===== config.mk =====
export PLATFORM = sky130hd
export DESIGN_NAME = lswc_top
export DESIGN_NICKNAME = d
export VERILOG_FILES = /design/src/inc/lswc_pkg.sv /design/src/rtl/lswc_data_cmp.sv /design/src/rtl/lswc_bp_counter.sv /design/src/rtl/lswc_top.sv
export VERILOG_INCLUDE_DIRS = /design/src /design/src/inc
export SDC_FILE = /design/constraint.sdc
export NUM_CORES = 1
export LEC_CHECK = 0
export BUFFER_PORTS_ARGS = -buffer_cell sky130_fd_sc_hd__buf_2
export CAP_MARGIN = 20
export CORE_MARGIN = 10
export CORE_UTILIZATION = 54
export CTS_CLUSTER_DIAMETER = 120
export DETAILED_ROUTE_END_ITERATION = 12
export PLACE_DENSITY = 0.89
export SLEW_MARGIN = 20
export SYNTH_ARGS = -nofsm -noshare
export SYNTH_HDL_FRONTEND = slang
export SYNTH_SLANG_ARGS = --single-unit

===== constraint.sdc =====
create_clock -name sys_clk -period 6.75 [get_ports sys_clk]
set_clock_uncertainty 0.2 [all_clocks]
set_input_delay 1.0125 -clock sys_clk [delete_from_list [all_inputs] [get_ports sys_clk]]
set_output_delay 1.0125 -clock sys_clk [all_outputs]
set_load 0.005 [all_outputs]

===== src/inc/lswc_regs.svh =====
/*
 * Register offsets, field positions, write masks and reset values of the
 * load/store watchpoint block.
 * Assumes 32-bit register words; field positions count from bit 0 = LSB.
 */
`ifndef LSWC_REGS_SVH
`define LSWC_REGS_SVH

// ----------------------------------------------------------------------
// Register offsets (byte addresses, low address bits only)
// ----------------------------------------------------------------------
`define LSWC_DEC_W 8
`define LSWC_OFF_CMPCTL 8'h00
`define LSWC_OFF_COMBINE 8'h04
`define LSWC_OFF_CNTA 8'h08
`define LSWC_OFF_CNTB 8'h0c
`define LSWC_OFF_STEP 8'h04

// ----------------------------------------------------------------------
// Comparator control fields (upper bit of each field)
// ----------------------------------------------------------------------
`define LSWC_CT_E 31
`define LSWC_CT_F 28
`define LSWC_CT_G 25
`define LSWC_CT_H 22
`define LSWC_DIR_E 19
`define LSWC_DIR_F 17
`define LSWC_SIZE_G 15
`define LSWC_SIZE_H 13
`define LSWC_SIGN_G 11
`define LSWC_SIGN_H 10
`define LSWC_MASK_G 9
`define LSWC_MASK_H 5
`define LSWC_CMPCTL_WMASK 32'hffff_fffc
`define LSWC_CMPCTL_RST 32'h0000_0000

// ----------------------------------------------------------------------
// Combine control fields; watchpoint 1 sits one stride below watchpoint 0
// ----------------------------------------------------------------------
`define LSWC_WP_EN 31
`define LSWC_WP_IA 30
`define LSWC_WP_IADC 28
`define LSWC_WP_LA 27
`define LSWC_WP_LADC 25
`define LSWC_WP_LD 24
`define LSWC_WP_LDDC 22
`define LSWC_WP_STRIDE 10
`define LSWC_BP_UNMASK 11
`define LSWC_PORT_EN 3
`define LSWC_SW_EN 1
`define LSWC_COMBINE_WMASK 32'hffff_f803
`define LSWC_COMBINE_RST 32'h0000_0000

// ----------------------------------------------------------------------
// Breakpoint counter fields
// ----------------------------------------------------------------------
`define LSWC_CNT_VAL 31
`define LSWC_CNT_SRC 1
`define LSWC_CNT_RST 16'h0000
`define LSWC_CNT_ONE 16'h0001
`define LSWC_SRC_RST 2'h0

`endif


===== src/inc/lswc_pkg.sv =====
/*
 * Types and shared decoding of the load/store watchpoint block.
 * Assumes nothing beyond a SystemVerilog compiler.
 */
`default_nettype none

package lswc_pkg;

	typedef enum logic [2:0] {
		LSWC_CT_OFF = 3'h0,
		LSWC_CT_EQ = 3'h4,
		LSWC_CT_LT = 3'h5,
		LSWC_CT_GT = 3'h6,
		LSWC_CT_NE = 3'h7
	} lswc_cmp_e;

	typedef enum logic [1:0] {
		LSWC_SZ_RSVD = 2'h0,
		LSWC_SZ_WORD = 2'h1,
		LSWC_SZ_HALF = 2'h2,
		LSWC_SZ_BYTE = 2'h3
	} lswc_size_e;

	typedef enum logic [1:0] {
		LSWC_SRC_OFF = 2'h0,
		LSWC_SRC_FETCH = 2'h1,
		LSWC_SRC_LS = 2'h2,
		LSWC_SRC_RSVD = 2'h3
	} lswc_src_e;

	typedef enum logic [1:0] {
		LSWC_SEL_A = 2'h0,
		LSWC_SEL_B = 2'h1,
		LSWC_SEL_AND = 2'h2,
		LSWC_SEL_OR = 2'h3
	} lswc_sel_e;

	// Patterns with a leading zero never match.
	function automatic logic lswc_compare(input logic [2:0] ct, input logic lt,
		input logic eq);
		logic r;
		r = 1'b0;
		case (ct)
			LSWC_CT_EQ: r = eq;
			LSWC_CT_LT: r = lt;
			LSWC_CT_GT: r = ~lt & ~eq;
			LSWC_CT_NE: r = ~eq;
			default: r = 1'b0;
		endcase
		return r;
	endfunction

	function automatic logic lswc_pick(input logic [1:0] sel, input logic a,
		input logic b);
		logic r;
		r = 1'b0;
		case (sel)
			LSWC_SEL_A: r = a;
			LSWC_SEL_B: r = b;
			LSWC_SEL_AND: r = a & b;
			default: r = a | b;
		endcase
		return r;
	endfunction

endpackage

`default_nettype wire


===== src/rtl/lswc_data_cmp.sv =====
/*
 * One data comparator: byte mask, operand size, signedness, compare type.
 * Assumes the load/store operand is right-justified in the data word.
 */
`default_nettype none

module lswc_data_cmp
	import lswc_pkg::*;
(
	input wire logic [31:0] ls_data,
	input wire logic [31:0] ref_value,
	input wire logic [2:0] cmp_type,
	input wire logic [1:0] size_sel,
	input wire logic unsgn,
	input wire logic [3:0] byte_mask,
	output logic hit
);

	logic [31:0] keep;
	logic [32:0] op_a;
	logic [32:0] op_b;
	logic lt;
	logic eq;

	// Mask bit 0 blanks the last (least significant) byte.
	genvar k;
	generate
		for (k = 0; k < 4; k++)
		begin : g_lane
			assign keep[8*k +: 8] = {8{~byte_mask[k]}};
		end
	endgenerate

	// The reserved size code is treated as a word compare.
	function automatic logic [32:0] widen(input logic [31:0] v,
		input logic [1:0] sz, input logic uns);
		logic [32:0] r;
		r = {~uns & v[31], v};
		case (sz)
			LSWC_SZ_HALF: r = {{17{~uns & v[15]}}, v[15:0]};
			LSWC_SZ_BYTE: r = {{25{~uns & v[7]}}, v[7:0]};
			default: r = {~uns & v[31], v};
		endcase
		return r;
	endfunction

	assign op_a = widen(ls_data & keep, size_sel, unsgn);
	assign op_b = widen(ref_value & keep, size_sel, unsgn);
	assign lt = $signed(op_a) < $signed(op_b);
	assign eq = op_a == op_b;
	assign hit = lswc_compare(cmp_type, lt, eq);

endmodule

`default_nettype wire


===== src/rtl/lswc_bp_counter.sv =====
/*
 * One breakpoint counter: loads its preset on a register write and counts
 * the selected watchpoint down, firing when it reaches zero.
 * Assumes event inputs are single-cycle qualifiers on sys_clk.
 */
`default_nettype none
`include "lswc_regs.svh"

module lswc_bp_counter
	import lswc_pkg::*;
(
	input wire logic sys_clk,
	input wire logic rst_n,
	input wire logic load,
	input wire logic [15:0] preset,
	input wire logic [1:0] src,
	input wire logic ev_fetch,
	input wire logic ev_ls,
	output logic [15:0] count,
	output logic fire
);

	logic ev;

	assign ev = (src == LSWC_SRC_FETCH & ev_fetch) | (src == LSWC_SRC_LS & ev_ls);
	// A counter already at zero fires on every further event.
	assign fire = ev & (count <= `LSWC_CNT_ONE);

	always_ff @(posedge sys_clk or negedge rst_n)
	begin
		if (!rst_n)
			count <= `LSWC_CNT_RST;
		else if (load)
			count <= preset;
		else if (ev && count != `LSWC_CNT_RST)
			count <= count - `LSWC_CNT_ONE;
	end
endmodule

`default_nettype wire


===== src/rtl/lswc_top.sv =====
/*
 * Load/store watchpoint qualification, breakpoint masking, trap routing
 * and breakpoint counters, with an AHB-Lite register slave.
 * Assumes the core's load/store, fetch-watchpoint and development-port
 * inputs come from logic on sys_clk, and comparator values come from
 * registers kept elsewhere.
 */
`default_nettype none
`include "lswc_regs.svh"

module lswc_top
	import lswc_pkg::*;
(
	input wire logic sys_clk,
	input wire logic rst_n,
	input wire logic hsel,
	input wire logic [31:0] haddr,
	input wire logic [1:0] htrans,
	input wire logic hwrite,
	input wire logic [2:0] hsize,
	input wire logic [31:0] hwdata,
	input wire logic hready,
	output logic hreadyout,
	output logic [31:0] hrdata,
	output logic hresp,
	input wire logic ls_valid,
	input wire logic ls_write,
	input wire logic [31:0] ls_addr,
	input wire logic [31:0] ls_data,
	input wire logic [31:0] addr_ref_e,
	input wire logic [31:0] addr_ref_f,
	input wire logic [31:0] data_ref_g,
	input wire logic [31:0] data_ref_h,
	input wire logic [3:0] fetch_wp,
	input wire logic recoverable_state_bit,
	input wire logic port_trap_load,
	input wire logic [1:0] port_trap_value,
	output logic [3:0] fetch_bp,
	output logic lsbp_cause_flag,
	output logic [1:0] lswp_sw_trap,
	output logic [1:0] lswp_port_trap
);

	// ------------------------------------------------------------------
	// Bus slave
	// ------------------------------------------------------------------
	// Reads take one wait state so that a read right behind a write to the
	// same register already sees the new value.
	logic wr_pend;
	logic rd_pend;
	logic [`LSWC_DEC_W-1:0] acc_addr;
	logic addr_take;
	logic wr_cmp;
	logic wr_comb;
	logic [1:0] wr_cnt;
	logic [31:0] rd_mux;

	assign addr_take = hsel & hready & htrans[1];
	assign wr_cmp = wr_pend & (acc_addr == `LSWC_OFF_CMPCTL);
	assign wr_comb = wr_pend & (acc_addr == `LSWC_OFF_COMBINE);

	always_ff @(posedge sys_clk or negedge rst_n)
	begin
		if (!rst_n)
		begin
			wr_pend <= 1'b0;
			rd_pend <= 1'b0;
			acc_addr <= `LSWC_OFF_CMPCTL;
			hreadyout <= 1'b1;
			hresp <= 1'b0;
		end
		else
		begin
			wr_pend <= addr_take & hwrite;
			rd_pend <= addr_take & ~hwrite;
			hreadyout <= ~(addr_take & ~hwrite);
			hresp <= 1'b0;
			if (addr_take)
				acc_addr <= haddr[`LSWC_DEC_W-1:0];
		end
	end

	always_ff @(posedge sys_clk or negedge rst_n)
	begin
		if (!rst_n)
			hrdata <= 32'h0000_0000;
		else if (rd_pend)
			hrdata <= rd_mux;
	end

	// ------------------------------------------------------------------
	// Control registers
	// ------------------------------------------------------------------
	logic [31:0] cmp_ctl;
	logic [31:0] combine;
	logic [31:0] next_combine;
	logic [1:0] port_en;
	logic [1:0] sw_en;
	logic bp_unmasked;

	always_ff @(posedge sys_clk or negedge rst_n)
	begin
		if (!rst_n)
			cmp_ctl <= `LSWC_CMPCTL_RST;
		else if (wr_cmp)
			cmp_ctl <= hwdata & `LSWC_CMPCTL_WMASK;
	end

	// Software writes leave the development-port enables alone.
	always_comb
	begin
		next_combine = combine;
		if (wr_comb)
			next_combine = (hwdata & `LSWC_COMBINE_WMASK) |
				(combine & ~`LSWC_COMBINE_WMASK);
		if (port_trap_load)
		begin
			next_combine[`LSWC_PORT_EN] = port_trap_value[0];
			next_combine[`LSWC_PORT_EN-1] = port_trap_value[1];
		end
	end

	always_ff @(posedge sys_clk or negedge rst_n)
	begin
		if (!rst_n)
			combine <= `LSWC_COMBINE_RST;
		else
			combine <= next_combine;
	end

	assign port_en = {combine[`LSWC_PORT_EN-1], combine[`LSWC_PORT_EN]};
	assign sw_en = {combine[`LSWC_SW_EN-1], combine[`LSWC_SW_EN]};
	assign bp_unmasked = combine[`LSWC_BP_UNMASK];

	// ------------------------------------------------------------------
	// Address comparators
	// ------------------------------------------------------------------
	logic hit_e;
	logic hit_f;
	logic hit_g;
	logic hit_h;

	function automatic logic dir_ok(input logic [1:0] q, input logic wr);
		return ~q[1] | (q[0] == wr);
	endfunction

	assign hit_e = lswc_compare(cmp_ctl[`LSWC_CT_E -: 3], ls_addr < addr_ref_e,
		ls_addr == addr_ref_e) & dir_ok(cmp_ctl[`LSWC_DIR_E -: 2], ls_write);
	assign hit_f = lswc_compare(cmp_ctl[`LSWC_CT_F -: 3], ls_addr < addr_ref_f,
		ls_addr == addr_ref_f) & dir_ok(cmp_ctl[`LSWC_DIR_F -: 2], ls_write);

	// ------------------------------------------------------------------
	// Data comparators
	// ------------------------------------------------------------------
	lswc_data_cmp u_cmp_g (
		.ls_data(ls_data),
		.ref_value(data_ref_g),
		.cmp_type(cmp_ctl[`LSWC_CT_G -: 3]),
		.size_sel(cmp_ctl[`LSWC_SIZE_G -: 2]),
		.unsgn(cmp_ctl[`LSWC_SIGN_G]),
		.byte_mask(cmp_ctl[`LSWC_MASK_G -: 4]),
		.hit(hit_g)
	);

	lswc_data_cmp u_cmp_h (
		.ls_data(ls_data),
		.ref_value(data_ref_h),
		.cmp_type(cmp_ctl[`LSWC_CT_H -: 3]),
		.size_sel(cmp_ctl[`LSWC_SIZE_H -: 2]),
		.unsgn(cmp_ctl[`LSWC_SIGN_H]),
		.byte_mask(cmp_ctl[`LSWC_MASK_H -: 4]),
		.hit(hit_h)
	);

	// ------------------------------------------------------------------
	// Watchpoints and counters
	// ------------------------------------------------------------------
	logic [1:0] wp_en;
	logic [1:0] cond_fetch;
	logic [1:0] cond_addr;
	logic [1:0] cond_data;
	logic [1:0] lswp_raw;
	logic [1:0] lswp_pre;
	logic [1:0] cnt_src [2];
	logic [15:0] cnt_count [2];
	logic [1:0] cnt_fire;
	logic [3:0] fetch_pre;

	genvar i;
	generate
		for (i = 0; i < 2; i++)
		begin : g_wp
			localparam int S = i * `LSWC_WP_STRIDE;
			logic [1:0] ia_sel;
			logic [15:0] cnt_off;

			assign ia_sel = combine[`LSWC_WP_IA-S -: 2];
			assign wp_en[i] = combine[`LSWC_WP_EN-S];
			assign cond_fetch[i] = ~combine[`LSWC_WP_IADC-S] | fetch_wp[ia_sel];
			assign cond_addr[i] = ~combine[`LSWC_WP_LADC-S] |
				lswc_pick(combine[`LSWC_WP_LA-S -: 2], hit_e, hit_f);
			assign cond_data[i] = ~combine[`LSWC_WP_LDDC-S] |
				lswc_pick(combine[`LSWC_WP_LD-S -: 2], hit_g, hit_h);
			assign lswp_raw[i] = ls_valid & wp_en[i] &
				cond_fetch[i] & cond_addr[i] & cond_data[i];

			assign cnt_off = 16'(`LSWC_OFF_CNTA) + 16'(i) * 16'(`LSWC_OFF_STEP);
			assign wr_cnt[i] = wr_pend & (acc_addr == cnt_off[`LSWC_DEC_W-1:0]);

			always_ff @(posedge sys_clk or negedge rst_n)
			begin
				if (!rst_n)
					cnt_src[i] <= `LSWC_SRC_RST;
				else if (wr_cnt[i])
					cnt_src[i] <= hwdata[`LSWC_CNT_SRC -: 2];
			end

			lswc_bp_counter u_cnt (
				.sys_clk(sys_clk),
				.rst_n(rst_n),
				.load(wr_cnt[i]),
				.preset(hwdata[`LSWC_CNT_VAL -: 16]),
				.src(cnt_src[i]),
				.ev_fetch(fetch_wp[i]),
				.ev_ls(lswp_raw[i]),
				.count(cnt_count[i]),
				.fire(cnt_fire[i])
			);

			// A counter that owns a source replaces its raw events.
			assign lswp_pre[i] = (cnt_src[i] == LSWC_SRC_LS) ? cnt_fire[i] : lswp_raw[i];
			assign fetch_pre[i] = (cnt_src[i] == LSWC_SRC_FETCH) ? cnt_fire[i] : fetch_wp[i];
			assign fetch_pre[i+2] = fetch_wp[i+2];
		end
	endgenerate

	function automatic logic wr_cnt_hit(input int n);
		return acc_addr == (n == 0 ? `LSWC_OFF_CNTA : `LSWC_OFF_CNTB);
	endfunction

	assign rd_mux = (acc_addr == `LSWC_OFF_CMPCTL) ? cmp_ctl :
		(acc_addr == `LSWC_OFF_COMBINE) ? combine :
		wr_cnt_hit(0) ? {cnt_count[0], 14'h0000, cnt_src[0]} :
		wr_cnt_hit(1) ? {cnt_count[1], 14'h0000, cnt_src[1]} : 32'h0000_0000;

	// ------------------------------------------------------------------
	// Masking and trap routing
	// ------------------------------------------------------------------
	logic recog;
	logic [1:0] ls_bp;

	assign recog = bp_unmasked | recoverable_state_bit;
	assign ls_bp = lswp_pre & {2{recog}};

	always_ff @(posedge sys_clk or negedge rst_n)
	begin
		if (!rst_n)
		begin
			fetch_bp <= 4'h0;
			lsbp_cause_flag <= 1'b0;
			lswp_sw_trap <= 2'h0;
			lswp_port_trap <= 2'h0;
		end
		else
		begin
			fetch_bp <= fetch_pre & {4{recog}};
			lsbp_cause_flag <= |ls_bp;
			lswp_sw_trap <= ls_bp & sw_en;
			lswp_port_trap <= ls_bp & port_en;
		end
	end
endmodule

`default_nettype wire


==> results.ini <==
[sta]
rsz0062_at_grt=false
fmax_ghz=0.1643
fin_tns_setup_ps=0
setup_violations=0
relSlewSlack=0.2920
worst_pin_slew_ps=1062
hold_viol=0
maxSlewViolCount=0
period_share=0.9018
min_period_ps=6087

[setup_path]
crit_fanout=18
cp-end-kind=flop
required_ps=6830
start_kind=flop
worstPathArrival_ps=6170
crit_type=reg2reg

[drt]
drtIter0Drc=1182
vias=11250
drc=0
first_pass_iters=6
vias_per_cell=6.012
routed_wl_um=36410
ant_nets=0
wl_per_cell_um=19.46

[power]
p_sw_frac=0.3274
power_mw=2.901
vdd_drop_max_mv=0.1945
powerDensity_mw_per_mm2=211.3
clock_power_share=0.322
p_switching_uw=949.8
intPower_mw=1.951
p_seq_frac=0.367
pwr-share-comb=0.311
p_leak_nw=7.142

[synthesis]
syn_area_mm2=0.01136
synth_ff_type=dfrtp_1
synth.ff_latch_count=143
ys_types=69
synth_cells=1306
synth.avg_cell_area_um2=8.700
yosysWarnings=0
synth-async-reset-ratio=1.000
syn-num-nets=1716
yosysSeqAreaShare=0.3151
synth_edf_count=0

[floorplanning]
coreArea_mm2=0.02089
initial_core_util=0.5439
fp.dieArea_mm2=0.02724
die_w_um=165.1
pin_count=319
fp.dieH_um=165.1
rows=53

[clock_network]
htreeDepth=4
cts.hold.buffers_added=0
cts_tree=built
post_cts_buffers=0
ctsResizeCount=0
numCtsBuffers=17
path_clk_slew_ps=60
clk_path_buf_depth=2
clk_latency_ps=430
clkSinkCount=143
cts_root_buffer=clkbuf_16

[final_layout]
drive_gt1_frac=0.2685
layout.nets=1991
design_area_mm2=0.01373
areaGrowthSynthToFinish_pct=20.86

[placement]
place_congestion=0.9568
hpwl_um=28480
portBuffers=289
placed_area_mm2=0.01309

[global_route]
grt.total_usage=0.2590
grt_pass1_wl_um=56390
grt.overflow.total=0
grt_pass1_vias=11210
grt_max_degree=80
antenna_found_initial=3

[outcome]
status=finished, final reports clean

[hold_path]
hold_class=reg2reg

[job]
cap_violations=0

## cell families (layout without fill, tap and decap cells)
group | after synthesis | after routing | share of synthesized area
AOI/OAI and AO/OA | 329 | 329 | 0.1772
xor gates and xnor gates | 28 | 28 | 0.02158
adders and majority gates | 134 | 134 | 0.1476
buffers and inverters | 186 | 474 | 0.06189
DFF | 143 | 143 | 0.3151
muxes | 87 | 87 | 0.1031
other | 1 | 3 | 0.0003300
and+or+nand+nor | 398 | 398 | 0.1733
## state kept, by name (all words and copies together) (netlist names)
signal / count
g_wp.u_cnt.count: 32
hrdata: 32
cmp_ctl: 30
combine: 25
acc_addr: 8
cnt_src: 4
fetch_bp: 4
lswp_port_trap: 2
lswp_sw_trap: 2
hreadyout: 1
lsbp_cause_flag: 1
rd_pend: 1
wr_pend: 1
## cells in the mapped netlist (4+ instances only)
cell,count,area [um2]
o21a_1,6,45.04
or4_1,4,30.03
nor2_1,81,304.0
o22ai_1,20,125.1
nor3_1,21,105.1
xnor2_1,6,52.55
and4_1,4,35.03
nand3b_1,4,30.03
buf_1,4,15.01
o31ai_1,4,30.03
xor2_1,22,192.7
or2_2,4,25.02
inv_1,132,495.5
a21o_1,57,427.9
mux2_2,60,675.7
a31oi_1,8,50.05
a211oi_1,4,30.03
nand4_1,36,225.2
mux4_2,18,405.4
o21ai_1,17,85.08
dfrtp_1,142,3553
nand2_1,124,465.5
a21oi_1,133,665.6
mux2i_1,9,90.09
o211ai_1,7,52.55
nor3b_1,10,75.07
nor2b_1,30,187.7
nand3_1,40,200.2
o21ai_0,47,235.2
ha_1,134,1677
clkbuf_1,45,168.9
nand2b_1,15,93.84
nor4_1,9,56.30
## per-layer routing
metal | vias to the layer above | global-route usage | wire length [um]
li1 | 5215 | - | -
met1 | 5291 | 0.2996 | 13400
met2 | 593 | 0.4496 | 18010
met3 | 148 | 0.05379 | 3319
met4 | 2 | 0.1216 | 1670
met5 | - | 0 | 15
## final timing paths
| path | from | endpoint | cells past startpoint | slack, ps |
|---|---|---|---|---|
| worst max-delay path | cmp_ctl[2] | g_wp[1].u_cnt.count[3] | 19 | 660 |
| worst max register to register | cmp_ctl[2] | g_wp[1].u_cnt.count[3] | 19 | 660 |
| worst min-delay path | cmp_ctl[4] | hrdata[4] | 2 | 290 |
| max in group asynchronous | rst_n | g_wp[0].u_cnt.count[12] | 3 | 4870 |
| worst min register to register | cmp_ctl[4] | hrdata[4] | 2 | 290 |
| min in group asynchronous | rst_n | acc_addr[4] | 1 | 360 |
## worst max-delay path: stages, from the launching register on
cell and delay (ps):
dfrtp_1 530, nand2b_1 270, mux2_2 280, o21ai_1 110, buf_4 220, o21ai_0 150
or2_2 300, ha_1 390, nand4_1 160, nor3_2 300, nand4_1 250, nor4b_2 350
and4b_1 230, mux2i_1 310, a221oi_1 150, nor3_1 360, a32o_1 560, nand2_1 270
o41ai_1 380, a31oi_1 140
## cells in the final DEF, fill, tap and decap left out, types with 30 or more instances in the layout
cell type  instances
buf_2            288
dfrtp_1          141
nand3_1           40
nor2b_1           30
o21ai_0           47
nand4_1           36
inv_1            132
nand2_1          124
a21o_1            57
ha_1             134
a21oi_1          133
mux2_2            60
nor2_1            81
## power by group through the flow
stage | clock network [mW] | logic (mW) | registers (mW)
after floorplan | 0 | 0.627 | 1.02
after global placement | 0 | 0.847 | 1.06
after detailed placement | 0 | 0.884 | 1.07
after CTS | 0.939 | 0.891 | 1.06
after global routing | 0.981 | 1.01 | 1.07
final | 0.934 | 0.902 | 1.06
## area by class of cell
class                           count  area, um2
Antenna cell                        2      5.005
Clock buffer                       26      509.2
Clock inverter                      6      80.08
Fill cell                        1626       7157
Inverter                          135      506.7
Multi-Input combinational cell    977       7091
Sequential cell                   143       3581
Tap cell                          275      344.1
Timing Repair Buffer              307       1615
## stage by stage
stage / setup WS (ps) / util / hold slack [ps] / std cells
6_report: 662.6 / 0.6574 / 288.6 / 1871
4_1_cts: 798.1 / 0.6550 / 290.9 / 1867
3_3_place_gp: 658.9 / 0.6268 / 269.0 / 1835
5_1_grt: 392.6 / 0.6574 / 314.3 / 1871
2_1_floorplan: 1313 / - / 257.6 / 1306
3_5_place_dp: 397.9 / 0.6268 / 278.5 / 1835
No activity file was read; power rests on OpenSTA's default activity.
